`src/design/pic_map.svh`:
```
`ifndef PIC_MAP_SVH
`define PIC_MAP_SVH

// Source counts
`define PIC_NUM_PERIPH 30
`define PIC_NUM_SW 7
`define PIC_NUM_SRC 37
`define PIC_NUM_LEVELS 7

// Levels and priorities
`define PIC_LVL_NMI 3'h7
`define PIC_LVL_REMAP 3'h6
`define PIC_PRIO_REMAP0 4'hf
`define PIC_PRIO_REMAP1 4'he
`define PIC_PRIO_SW 4'h0
`define PIC_PRIO_TOP 8

// Vectors and vector table
`define PIC_VEC_BASE 8'h40
`define PIC_VEC_ENTRIES 103
`define PIC_VEC_STRIDE 4

// Status word fields and reset value
`define PIC_SR_MASK_LSB 8
`define PIC_SR_MASK_MSB 10
`define PIC_SR_SUPER_BIT 13
`define PIC_SR_RESET 16'h2700

// Stack frame layout
`define PIC_FRAME_BYTES 32'h0000_0008
`define PIC_FRAME_PC_OFS 32'h0000_0004
`define PIC_FRAME_FORMAT 4'h4

// Controller window at the top of a 24-bit map
`define PIC_WIN_BASE 24'hff_ffc0
`define PIC_WIN_LSB 6

`endif

```
`src/design/pic_pkg.sv`:
```
`include "pic_map.svh"

package pic_pkg;

  typedef enum logic [2:0] {
    SEQ_RUN,
    SEQ_COPY,
    SEQ_VECTOR,
    SEQ_PUSH_SR,
    SEQ_PUSH_PC,
    SEQ_FETCH
  } pic_seq_t;

  typedef struct packed {
    logic [1:0] en;
    logic [5:0] src1;
    logic [5:0] src0;
  } pic_remap_t;

  typedef struct packed {
    logic [31:0] lw0;
    logic [31:0] lw1;
    logic [31:0] addr0;
    logic [31:0] addr1;
    logic [31:0] handler;
  } pic_frame_t;

  typedef struct packed {
    logic [`PIC_NUM_PERIPH-1:0] sync1;
    logic [`PIC_NUM_PERIPH-1:0] sync2;
    logic [`PIC_NUM_SRC-1:0] prev;
    logic [`PIC_NUM_SRC-1:0] edge_pend;
    pic_seq_t seq;
    logic busy;
    logic [15:0] sr;
    logic [15:0] saved_sr;
    logic [5:0] src;
    logic [2:0] lvl;
    logic [7:0] vec;
    logic [2:0] irq_level;
    logic [7:0] irq_vector;
    logic frame_valid;
    logic [31:0] frame_addr;
    logic [31:0] frame_data;
    logic handler_valid;
    logic [31:0] handler_addr;
    logic ack_valid;
    logic ack_err;
    logic [7:0] ack_vector;
  } pic_state_t;

endpackage

```
`src/design/pic_prio_enc.sv`:
```
`timescale 1ns/100ps

module pic_prio_enc #(
  parameter int N = 37
) (
  // Candidate sources
  input wire logic [N-1:0] pend_i,
  input wire logic [N-1:0][2:0] lvl_i,
  input wire logic [N-1:0][3:0] prio_i,
  // Winner
  output logic any_o,
  output logic [5:0] idx_o,
  output logic [2:0] lvl_o
);

  logic [3:0] best_prio;

  // Highest level wins, then highest priority; ties keep the lower index
  always_comb begin
    any_o = 1'b0;
    idx_o = 6'h00;
    lvl_o = 3'h0;
    best_prio = 4'h0;
    for (int i = 0; i < N; i++) begin
      if (pend_i[i] && (!any_o || lvl_i[i] > lvl_o ||
          (lvl_i[i] == lvl_o && prio_i[i] > best_prio))) begin
        any_o = 1'b1;
        idx_o = 6'(i);
        lvl_o = lvl_i[i];
        best_prio = prio_i[i];
      end
    end
  end

endmodule

```
`src/design/pic_frame_gen.sv`:
```
`timescale 1ns/100ps
`include "pic_map.svh"

module pic_frame_gen (
  // Context of the exception
  input wire logic [7:0] vec_i,
  input wire logic [15:0] sr_i,
  input wire logic [31:0] pc_i,
  input wire logic [31:0] sp_i,
  input wire logic [31:0] vbr_i,
  // Frame words, their addresses and the handler entry
  output pic_pkg::pic_frame_t frame_o
);

  logic [15:0] fv_word;

  // Fault status bits are zero: only interrupts come through here
  assign fv_word = {`PIC_FRAME_FORMAT, 2'h0, vec_i, 2'h0};
  assign frame_o.lw0 = {fv_word, sr_i};
  assign frame_o.lw1 = pc_i;
  assign frame_o.addr0 = sp_i - `PIC_FRAME_BYTES;
  assign frame_o.addr1 = sp_i - `PIC_FRAME_BYTES + `PIC_FRAME_PC_OFS;
  assign frame_o.handler = vbr_i + {22'h0, vec_i, 2'h0};

endmodule

```
`src/design/pic_top.sv`:
```
// Operation
// - Status word holds a 3-bit mask; seven request levels with automatic nesting.
// - Levels rank numerically: level 7 highest, level 1 lowest.
// - Level 7 is non-maskable and edge-recognised, taken even at mask seven.
// - Levels 1 to 6 are maskable and pend only while asserted.
// - Requests at or below the mask are blocked, except level 7.
// - Exception entry: copy status, supervisor, vector, push frame, compute handler.
// - Eight-byte frame: format/vector plus status word, then program counter.
// - Controller answers in a 64-byte window at the top of memory.
// - Encoded level and vector go straight to the core.
// - Thirty peripheral requests plus seven software requests, one per level.
// - Each peripheral request has a fixed level and priority.
// - Up to two sources remap to level 6 above all other level-6 sources.
// - Vector number is 64 plus the source index.
// - Vector table of 103 four-byte entries, relocatable by a base.
// - Software acknowledge reads in the window return the vector that would be taken, else zero.
// - A combinational wake-up follows the raw request inputs.
`timescale 1ns/100ps
`include "pic_map.svh"

module pic_top #(
  parameter int NUM_PERIPH = `PIC_NUM_PERIPH,
  parameter int NUM_SW = `PIC_NUM_SW
) (
  // Clock and reset
  input wire logic mclk_i,
  input wire logic rst_i,
  // Request sources
  input wire logic [NUM_PERIPH-1:0] periph_req_i,
  input wire logic [NUM_SW-1:0] sw_req_i,
  input wire pic_pkg::pic_remap_t remap_i,
  // Core context
  input wire logic sr_wr_i,
  input wire logic [15:0] sr_wdata_i,
  input wire logic rte_i,
  input wire logic [15:0] rte_sr_i,
  input wire logic [31:0] pc_i,
  input wire logic [31:0] sp_i,
  input wire logic [31:0] vector_table_base_i,
  // Acknowledge read cycle
  input wire logic ack_rd_i,
  input wire logic [23:0] ack_addr_i,
  output logic ack_valid_o,
  output logic ack_err_o,
  output logic [7:0] ack_vector_o,
  // Level and vector to the core
  output logic [2:0] irq_level_o,
  output logic [7:0] irq_vector_o,
  output logic [15:0] processor_status_word_o,
  output logic exc_busy_o,
  // Exception frame and handler
  output logic frame_valid_o,
  output logic [31:0] frame_addr_o,
  output logic [31:0] frame_data_o,
  output logic handler_valid_o,
  output logic [31:0] handler_addr_o,
  // Wake-up
  output logic wake_o
);

  localparam int NSRC = NUM_PERIPH + NUM_SW;

  pic_pkg::pic_state_t s_reg;
  pic_pkg::pic_state_t s_next;

  logic [NSRC-1:0] raw;
  logic [NSRC-1:0] pend;
  logic [NSRC-1:0][2:0] lvl_tab;
  logic [NSRC-1:0][3:0] prio_tab;
  logic best_any;
  logic [5:0] best_idx;
  logic [2:0] best_lvl;
  logic [2:0] cur_mask;
  logic take;
  pic_pkg::pic_frame_t frame;

  // Fixed map: sources spread over seven groups, group 0 at level 7
  function automatic logic [2:0] periph_level(input int idx);
    int grp;
    grp = (idx * `PIC_NUM_LEVELS) / NUM_PERIPH;
    return 3'(`PIC_NUM_LEVELS - grp);
  endfunction

  // Lower index ranks higher inside its group
  function automatic logic [3:0] periph_prio(input int idx);
    int grp;
    int first;
    grp = (idx * `PIC_NUM_LEVELS) / NUM_PERIPH;
    first = (grp * NUM_PERIPH + `PIC_NUM_LEVELS - 1) / `PIC_NUM_LEVELS;
    return 4'(`PIC_PRIO_TOP - (idx - first));
  endfunction

  function automatic logic [7:0] src_vector(input logic [5:0] idx);
    return `PIC_VEC_BASE + {2'h0, idx};
  endfunction

  function automatic logic in_window(input logic [23:0] addr);
    return addr[23:`PIC_WIN_LSB] == 18'(`PIC_WIN_BASE >> `PIC_WIN_LSB);
  endfunction

  // Software requests sit after the peripherals, one per level
  assign raw = {sw_req_i, s_reg.sync2};

  // Level and priority of every source after remapping
  always_comb begin
    for (int i = 0; i < NSRC; i++) begin
      if (i < NUM_PERIPH) begin
        lvl_tab[i] = periph_level(i);
        prio_tab[i] = periph_prio(i);
      end else begin
        lvl_tab[i] = 3'(i - NUM_PERIPH + 1);
        prio_tab[i] = `PIC_PRIO_SW;
      end
      if (remap_i.en[1] && remap_i.src1 == 6'(i)) begin
        lvl_tab[i] = `PIC_LVL_REMAP;
        prio_tab[i] = `PIC_PRIO_REMAP1;
      end
      if (remap_i.en[0] && remap_i.src0 == 6'(i)) begin
        lvl_tab[i] = `PIC_LVL_REMAP;
        prio_tab[i] = `PIC_PRIO_REMAP0;
      end
    end
  end

  // Level 7 pends on its edge, the others follow the request line
  always_comb begin
    for (int i = 0; i < NSRC; i++) begin
      if (lvl_tab[i] == `PIC_LVL_NMI) begin
        pend[i] = s_reg.edge_pend[i];
      end else begin
        pend[i] = raw[i];
      end
    end
  end

  pic_prio_enc #(
    .N(NSRC)
  ) u_enc (
    .pend_i(pend),
    .lvl_i(lvl_tab),
    .prio_i(prio_tab),
    .any_o(best_any),
    .idx_o(best_idx),
    .lvl_o(best_lvl)
  );

  assign cur_mask = s_reg.sr[`PIC_SR_MASK_MSB:`PIC_SR_MASK_LSB];

  // Level 7 ignores the mask; the rest must exceed it
  assign take = best_any && (best_lvl == `PIC_LVL_NMI || best_lvl > cur_mask);

  pic_frame_gen u_frame (
    .vec_i(s_reg.vec),
    .sr_i(s_reg.saved_sr),
    .pc_i(pc_i),
    .sp_i(sp_i),
    .vbr_i(vector_table_base_i),
    .frame_o(frame)
  );

  always_comb begin
    logic [NSRC-1:0] clr;
    clr = '0;
    s_next = s_reg;
    s_next.sync1 = periph_req_i;
    s_next.sync2 = s_reg.sync1;
    s_next.prev = raw;
    s_next.frame_valid = 1'b0;
    s_next.handler_valid = 1'b0;
    s_next.ack_valid = 1'b0;
    s_next.ack_err = 1'b0;

    // Encoded request straight to the core, zero when idle
    s_next.irq_level = best_any ? best_lvl : 3'h0;
    s_next.irq_vector = best_any ? src_vector(best_idx) : 8'h00;

    // Acknowledge read consumes an edge request like a vectored take
    if (ack_rd_i) begin
      s_next.ack_valid = 1'b1;
      s_next.ack_err = !in_window(ack_addr_i);
      s_next.ack_vector = 8'h00;
      if (in_window(ack_addr_i) && take) begin
        s_next.ack_vector = src_vector(best_idx);
        clr[best_idx] = 1'b1;
      end
    end

    unique case (s_reg.seq)
      pic_pkg::SEQ_RUN: begin
        if (take && !(ack_rd_i && in_window(ack_addr_i))) begin
          s_next.src = best_idx;
          s_next.lvl = best_lvl;
          s_next.seq = pic_pkg::SEQ_COPY;
        end else if (rte_i) begin
          s_next.sr = rte_sr_i;
        end else if (sr_wr_i) begin
          s_next.sr = sr_wdata_i;
        end
      end
      pic_pkg::SEQ_COPY: begin
        // Mask rises to the taken level so only higher ones, or another level 7, nest
        s_next.saved_sr = s_reg.sr;
        s_next.sr[`PIC_SR_SUPER_BIT] = 1'b1;
        s_next.sr[`PIC_SR_MASK_MSB:`PIC_SR_MASK_LSB] = s_reg.lvl;
        s_next.seq = pic_pkg::SEQ_VECTOR;
      end
      pic_pkg::SEQ_VECTOR: begin
        s_next.vec = src_vector(s_reg.src);
        clr[s_reg.src] = 1'b1;
        s_next.seq = pic_pkg::SEQ_PUSH_SR;
      end
      pic_pkg::SEQ_PUSH_SR: begin
        s_next.frame_valid = 1'b1;
        s_next.frame_addr = frame.addr0;
        s_next.frame_data = frame.lw0;
        s_next.seq = pic_pkg::SEQ_PUSH_PC;
      end
      pic_pkg::SEQ_PUSH_PC: begin
        s_next.frame_valid = 1'b1;
        s_next.frame_addr = frame.addr1;
        s_next.frame_data = frame.lw1;
        s_next.seq = pic_pkg::SEQ_FETCH;
      end
      pic_pkg::SEQ_FETCH: begin
        s_next.handler_valid = 1'b1;
        s_next.handler_addr = frame.handler;
        s_next.seq = pic_pkg::SEQ_RUN;
      end
      default: begin
        s_next.seq = pic_pkg::SEQ_RUN;
      end
    endcase
    s_next.busy = s_next.seq != pic_pkg::SEQ_RUN;

    // A fresh edge in the clearing cycle survives
    s_next.edge_pend = (s_reg.edge_pend & ~clr) | (raw & ~s_reg.prev);
  end

  always_ff @(posedge mclk_i or posedge rst_i) begin
    if (rst_i) begin
      s_reg <= '0;
      s_reg.seq <= pic_pkg::SEQ_RUN;
      s_reg.sr <= `PIC_SR_RESET;
    end else begin
      s_reg <= s_next;
    end
  end

  assign ack_valid_o = s_reg.ack_valid;
  assign ack_err_o = s_reg.ack_err;
  assign ack_vector_o = s_reg.ack_vector;
  assign irq_level_o = s_reg.irq_level;
  assign irq_vector_o = s_reg.irq_vector;
  assign processor_status_word_o = s_reg.sr;
  assign exc_busy_o = s_reg.busy;
  assign frame_valid_o = s_reg.frame_valid;
  assign frame_addr_o = s_reg.frame_addr;
  assign frame_data_o = s_reg.frame_data;
  assign handler_valid_o = s_reg.handler_valid;
  assign handler_addr_o = s_reg.handler_addr;

  // Unclocked on purpose: must work while the clock is stopped in sleep
  assign wake_o = |periph_req_i || |sw_req_i;

endmodule

```
`config.mk`:
```
export PLATFORM = sky130hd
export DESIGN_NAME = pic_top
export DESIGN_NICKNAME = d
export VERILOG_FILES = /design/src/design/pic_pkg.sv /design/src/design/pic_prio_enc.sv /design/src/design/pic_frame_gen.sv /design/src/design/pic_top.sv
export VERILOG_INCLUDE_DIRS = /design/src /design/src/design
export SDC_FILE = /design/constraint.sdc
export NUM_CORES = 1
export LEC_CHECK = 0
export ABC_CLOCK_PERIOD_IN_PS = 75300
export BUFFER_PORTS_ARGS = -buffer_cell sky130_fd_sc_hd__clkbuf_2
export CORE_ASPECT_RATIO = 1.4
export CORE_MARGIN = 1.5
export CORE_UTILIZATION = 46
export DETAILED_ROUTE_END_ITERATION = 10
export HOLD_SLACK_MARGIN = 0.03
export PLACE_DENSITY = 0.67
export SETUP_SLACK_MARGIN = 0.02
export SKIP_CTS_REPAIR_TIMING = 1
export SYNTH_ARGS = -nofsm -noshare
export SYNTH_HDL_FRONTEND = slang
export SYNTH_SLANG_ARGS = --single-unit
```
`constraint.sdc`:
```
create_clock -name mclk_i -period 75.3 [get_ports mclk_i]
set_clock_uncertainty 0.15 [all_clocks]
set_input_delay 3.765 -clock mclk_i [delete_from_list [all_inputs] [get_ports mclk_i]]
set_output_delay 3.765 -clock mclk_i [all_outputs]
set_load 0.03 [all_outputs]
```
==> impl_results.md, run 1 <==
- Status: finished clean
- Worst-case headroom to the max-slew limit: 0.178
- Clock power share: 0.115
- Final setup fails: 0
- Vias per inst: between 5 and 6
- Pint: a little under 600 uW
- CTS Sinks: 240
- Most frequent cell after synthesis: nand2_1
- Crit path max-delay family: compound AO/OA/AOI/OAI gates
- Worst Hold Class: register to register
- Max-Cap Viols: 0
- Worst EP arrival: slightly above 70 ns
- Pwr/cell area: 50.4 nW/um^2
- Layout net count: between 3000 and 4000
- Switching Fraction: 0.510
- Iteration-0 DRC Markers: roughly 1100
- Final core utilization: 0.511
- Die Y: about 260 um
- Final period util: 0.933
- Final wirelength: 64.9 mm
- Share of cells above drive strength 1: 0.221
- Final Hold Viols: 0
- Synth Instances: roughly 2600
- Netlist cell types: around 160
- Clk_lat worst skew: between 0.5 and 0.6 ns
- Largest cells by area after synthesis: dfrtp_1, ha_1, nand2_1
- Crit-path most repeated cell: ha_1
- Yosys top cell area share: 0.271
- Max Clk Rate: approximately 14 MHz
- Clock transition at path regs: ~0.060 ns
- Gpl congestion: roughly 0.95
- Slew @ Worst Pin: 1.23 ns
- Max reg flops: 46
- HPWL after DPL: slightly above 50 mm
- CP endpoint kind: register
- Routed len/inst: 18.9 um
- CTS Buf Count: 26
- Reg power frac: 0.166
- Sw power: a little over 600 uW
- Ys Warns: 0
- Crit path max fanout: 16
- Total negative slack: 0 ns
- Slowest cell on crit path: or4_1
- RSZ-0062 raised after global routing: false
- Post-synth top area cell: dfrtp_1
- Synthesized-area fraction occupied by ao, oa, aoi and oai cells: 0.233
- Total iterations of the first detailed-routing run: 5
- Tmin final: 70.23 ns
- H-tree depth: 1
- Commonest cells post-synth: nand2_1, dfrtp_1, nor2_1
- Crit start category: input pin
- Max clock buf depth: 3
- WHS: around 0.19 ns
- Aggregate global-route resource usage: 0.259
- Post-Synth XOR/XNOR Area: 0.0326
- Syn Area/Cell: 8.31 um^2
- Sequential area share after synthesis: 0.276
- Width of the die: ~190 um
- Largest net degree at the start of global routing: around 90
- Die footprint: 48700 um^2
- Req. time, crit path: between 70 and 80 ns
- Input/output buffers: between 300 and 400
- Flops & latches, synth: 240
- Main synth FF type: dfrtp_1
- Max-slew violations: 0
- Max incr delay on CP: between 0.6 and 0.7 ns
- Crit path buf inv count: 17
- CTS tree: yes
- Vias in the first global route: roughly 20000
- EDFF count, synth: 0
- # rows: 94
- Async set-reset flop share out of synthesis: 1.00
- Peak supply drop: 0.0479 mV
- Leak pwr: approximately 0.011 uW
- CTS root buf: clkbuf_16
- Adder-Cell Fraction of Synth Area: 0.0946
- Antenna violations before repair: 0
- Core box area: approximately 47000 um^2
- Post-Synth Simple-Gate Area: 0.231
- Area Overhead vs Synth: 9.89%
- Remaining DRCs: 0
- WS Path Type: input pin to register
- Post-Syn Area: approximately 22000 um^2
- Post-synthesis mux area share: 0.0406
- First-pass GRT wire length: 103 mm
- Global route total overflow: 0
- Routed Antenna Nets: 0
- Largest family of logic cells by synthesized area: compound AO/OA/AOI/OAI gates
- Comb pwr share: 0.719
- Starting Density: 0.465
- Vias: 19909
- I/O Pins: between 300 and 400
==> final cells by class <==
type,count,area [um^2]
fill,4600,22900
multi-input combinational,2017,13800
antenna,1,2.50
sequential,240,6010
timing repair buffer,349,1780
inverter,160,613
tap,624,781
clock buffer,36,749
clock inverter,11,169
==> kinds of logic after synthesis <==
logic type | after synthesis
buffers and inverters | 365
multiplexers | 75
AND/OR/NAND/NOR | 1009
adder cells (fa/ha/maj) | 164
flip-flops | 240
XOR/XNOR | 81
other | 1
AO/OA/AOI/OAI | 686
==> metal layers <==
metal | vias to the layer above | part of all wire | wire (um) | track usage
li1 | 9633 | - | - | -
met1 | 9523 | 0.38 | 24700 | 0.274
met2 | 595 | 0.52 | 33700 | 0.497
met3 | 158 | 0.056 | 3630 | 0.0452
met4 | 0 | 0.044 | 2880 | 0.119
met5 | - | 0 | 0 | 0
==> worst reg2reg max path, delay by kind of cell (launching register included) <==
| kind | cells | cell delay (ns) |
|---|---|---|
| fa+ha+maj | 37 | 10.55 |
| mux | 12 | 3.93 |
| compound gates | 163 | 34.73 |
| flops | 1 | 0.43 |
| buf+inv | 16 | 1.35 |
| simple gates | 95 | 15.14 |
==> per-stage QoR <==
step	power, uW	worst slack [ns]	cells	cell area (um^2)
final	1200	5.07	3438	23900
after global routing	1310	0.159	3437	23900
after CTS	1190	4.21	3436	23900
after detailed placement	1050	3.87	3389	22900
after global placement	1020	5.08	3389	22900
after floorplan	887	14.31	2622	21800
==> cell usage in the layout, fill, tap and decap left out, types with 30 or more instances in the layout <==
cell	count
nand2_1	373
nand2b_1	43
nor2_1	206
nor2b_1	42
a21oi_1	107
a31oi_1	31
dfrtp_1	236
clkbuf_2	336
inv_1	155
o221ai_1	30
a22oi_1	31
a21o_1	32
xnor2_1	37
mux2_2	39
nand3_1	59
ha_1	163
xor2_1	44
o21ai_0	150
nor3_1	51
==> worst paths after layout <==
check | startpoint | endpoint | slack (ns) | cells past startpoint
hold reg to reg | s_next[274]$_DFF_PP0_ | raw[28]$_DFF_PP0_ | 0.19 | 0
min in group asynchronous | rst_i | handler_addr_o[29]$_DFFE_PP0P_ | 3.18 | 2
setup reg to reg | s_reg[172]$_DFF_PP0_ | processor_status_word_o[5]$_DFFE_PP0P_ | 8.91 | 323
setup / recovery | remap_i[2] | processor_status_word_o[5]$_DFFE_PP0P_ | 5.07 | 325
max in group asynchronous | rst_i | processor_status_word_o[0]$_DFFE_PP0P_ | 69.51 | 4
hold / removal | s_next[274]$_DFF_PP0_ | raw[28]$_DFF_PP0_ | 0.19 | 0
==> power by group through the flow <==
stage / clock, uW / combinational [uW] / sequential (uW)
floorplan: 0 / 696 / 191
global placement: 0 / 819 / 200
detailed placement: 0 / 845 / 201
CTS: 142 / 850 / 200
global route: 147 / 960 / 205
finish: 138 / 866 / 200
(Power assumes the default switching activity.)
==> run 2, diff against run 1 <==
CORE_MARGIN = 8   (was 1.5)
CTS_BUF_LIST = sky130_fd_sc_hd__clkbuf_8   (was unset)
==> impl_results.md, run 2 (synthesis gave the netlist of run 1 again) <==
- Routed Antenna Nets: 0
- First-pass GRT wire length: 107 mm
- Clock transition at path regs: approximately 0.060 ns
- Most common cell after layout, fill and taps aside: nand2_1
- Leak pwr: 0.0114 uW
- CTS root buf: clkbuf_8
- # rows: 94
- Hold path start: s_next[273]$_DFF_PP0_
- Final setup fails: 0
- Vias in the first global route: 20805
- Layout net count: between 3000 and 4000
- Gpl congestion: ~1
- Final wirelength: slightly below 70 mm
- Max incr delay on CP: 0.65 ns
- Aggregate global-route resource usage: 0.241
- Antenna violations before repair: 0
- CTS tree: yes
- RSZ-0062 raised after global routing: false
- Vias per inst: 5.80
- Reg2reg start: s_reg[172]$_DFF_PP0_
- Total negative slack: 0 ns
- CTS Buf Count: 41
- Clk_lat worst skew: just over 0.6 ns
- Iteration-0 DRC Markers: approximately 1100
- Core box area: roughly 47000 um^2
- CP endpoint kind: register
- Share of cells above drive strength 1: 0.226
- Largest net degree at the start of global routing: 94
- Input/output buffers: about 340
- Status: finished clean
- Remaining DRCs: 0
- Area Overhead vs Synth: 9.35%
- Slowest cell on crit path: or4_1
- Crit path max fanout: 16
- Worst-case headroom to the max-slew limit: 0.174
- Final period util: 0.935
- Most frequent cells in the layout: nand2_1, clkbuf_2, dfrtp_1
- Global route total overflow: 0
- Pre-CTS WS: 3.86 ns
- Worst setup path startpoint: remap_i[2]
- Max reg flops: 46
- Vias: ~20000
- CP Capture Point: processor_status_word_o[5]$_DFFE_PP0P_
- Die Y: about 270 um
- Reg2Reg Capture Point: processor_status_word_o[5]$_DFFE_PP0P_
- Width of the die: approximately 200 um
- WS Path Type: input pin to register
- Max-Cap Viols: 0
- Tmin final: approximately 70 ns
- Final Hold Viols: 0
- Worst EP arrival: slightly above 70 ns
- Worst setup slack after layout: about 4.9 ns
- Die footprint: around 55000 um^2
- CTS Sinks: 240
- Reg2reg path depth: ~320
- Crit start category: input pin
- R2r setup slk: between 8 and 9 ns
- Max clock buf depth: 3
- Pwr/cell area: around 50 nW/um^2
- Max-slew violations: 0
- I/O Pins: between 300 and 400
- H-tree depth: 2
- Total iterations of the first detailed-routing run: 8
- Routed len/inst: between 15 and 20 um
- Worst Hold Class: register to register
- Max Clk Rate: 14.2 MHz
- HPWL after DPL: 54.0 mm
- Crit-path most repeated cell: ha_1
- Peak supply drop: between 0.03 and 0.04 mV
- Req. time, crit path: 75.60 ns
- Slew @ Worst Pin: roughly 1.2 ns
- Starting Density: 0.464
run 2: cell types whose count changed in the layout (fill, tap and decap cells not counted), sizes merged:
cell,previous run,this run
clkinvlp,1,4
bufinv,4,1
buf,13,14
clkinv,6,10
clkbuf,372,383
inv,160,171
run 2: stage by stage:
step | utilization | std cells | hold WS, ns | power (uW) | instance area [um^2]
6_report | 0.507 | 3465 | 0.197 | 1180 | 23800
4_1_cts | 0.506 | 3463 | 0.200 | 1180 | 23800
5_1_grt | 0.507 | 3464 | 0.200 | 1290 | 23800
2_1_floorplan | - | 2622 | 0.181 | 887 | 21800
3_3_place_gp | 0.489 | 3390 | 0.182 | 1020 | 23000
3_5_place_dp | 0.489 | 3390 | 0.186 | 1050 | 23000
run 2: power breakdown:
| group | switching (uW) | internal, uW | total, uW |
|---|---|---|---|
| sequential | 28.2 | 173 | 201 |
| combinational | 528 | 332 | 860 |
| clock | 57.5 | 60.9 | 118 |
run 2: metal layers:
metal  global-route usage  up-vias  part of all wire
li1                     -     9671                 -
met3               0.0587      174             0.067
met5                    0        -                 0
met4                0.110        0             0.046
met1                0.255     9598              0.37
met2                0.442      655              0.52
run 2: worst max-delay path: cells and delay by family:
kind	cells	cell delay, ns
mux	12	4.05
simple gates	104	17.25
compound gates	152	33.11
buf+inv	18	1.60
fa+ha+maj	37	10.75
run 2: final cells by class:
class	instances	area [um^2]
Antenna cell	1	2.50
Clock buffer	47	647
Clock inverter	26	155
Fill cell	4528	23100
Inverter	160	613
Multi-Input combinational cell	2017	13800
Sequential cell	240	6010
Tap cell	624	781
Timing Repair Buffer	350	1790
run 2: how the worst min path moves through the flow:
stage                              to  slack, ns  cells past startpoint
finish              raw[27]$_DFF_PP0_       0.20                      0
global route        raw[12]$_DFF_PP0_       0.20                      0
CTS                 raw[27]$_DFF_PP0_       0.20                      0
detailed placement  raw[27]$_DFF_PP0_       0.19                      0
global placement    raw[23]$_DFF_PP0_       0.18                      0
floorplan           pend[5]$_DFF_PP0_       0.18                      0
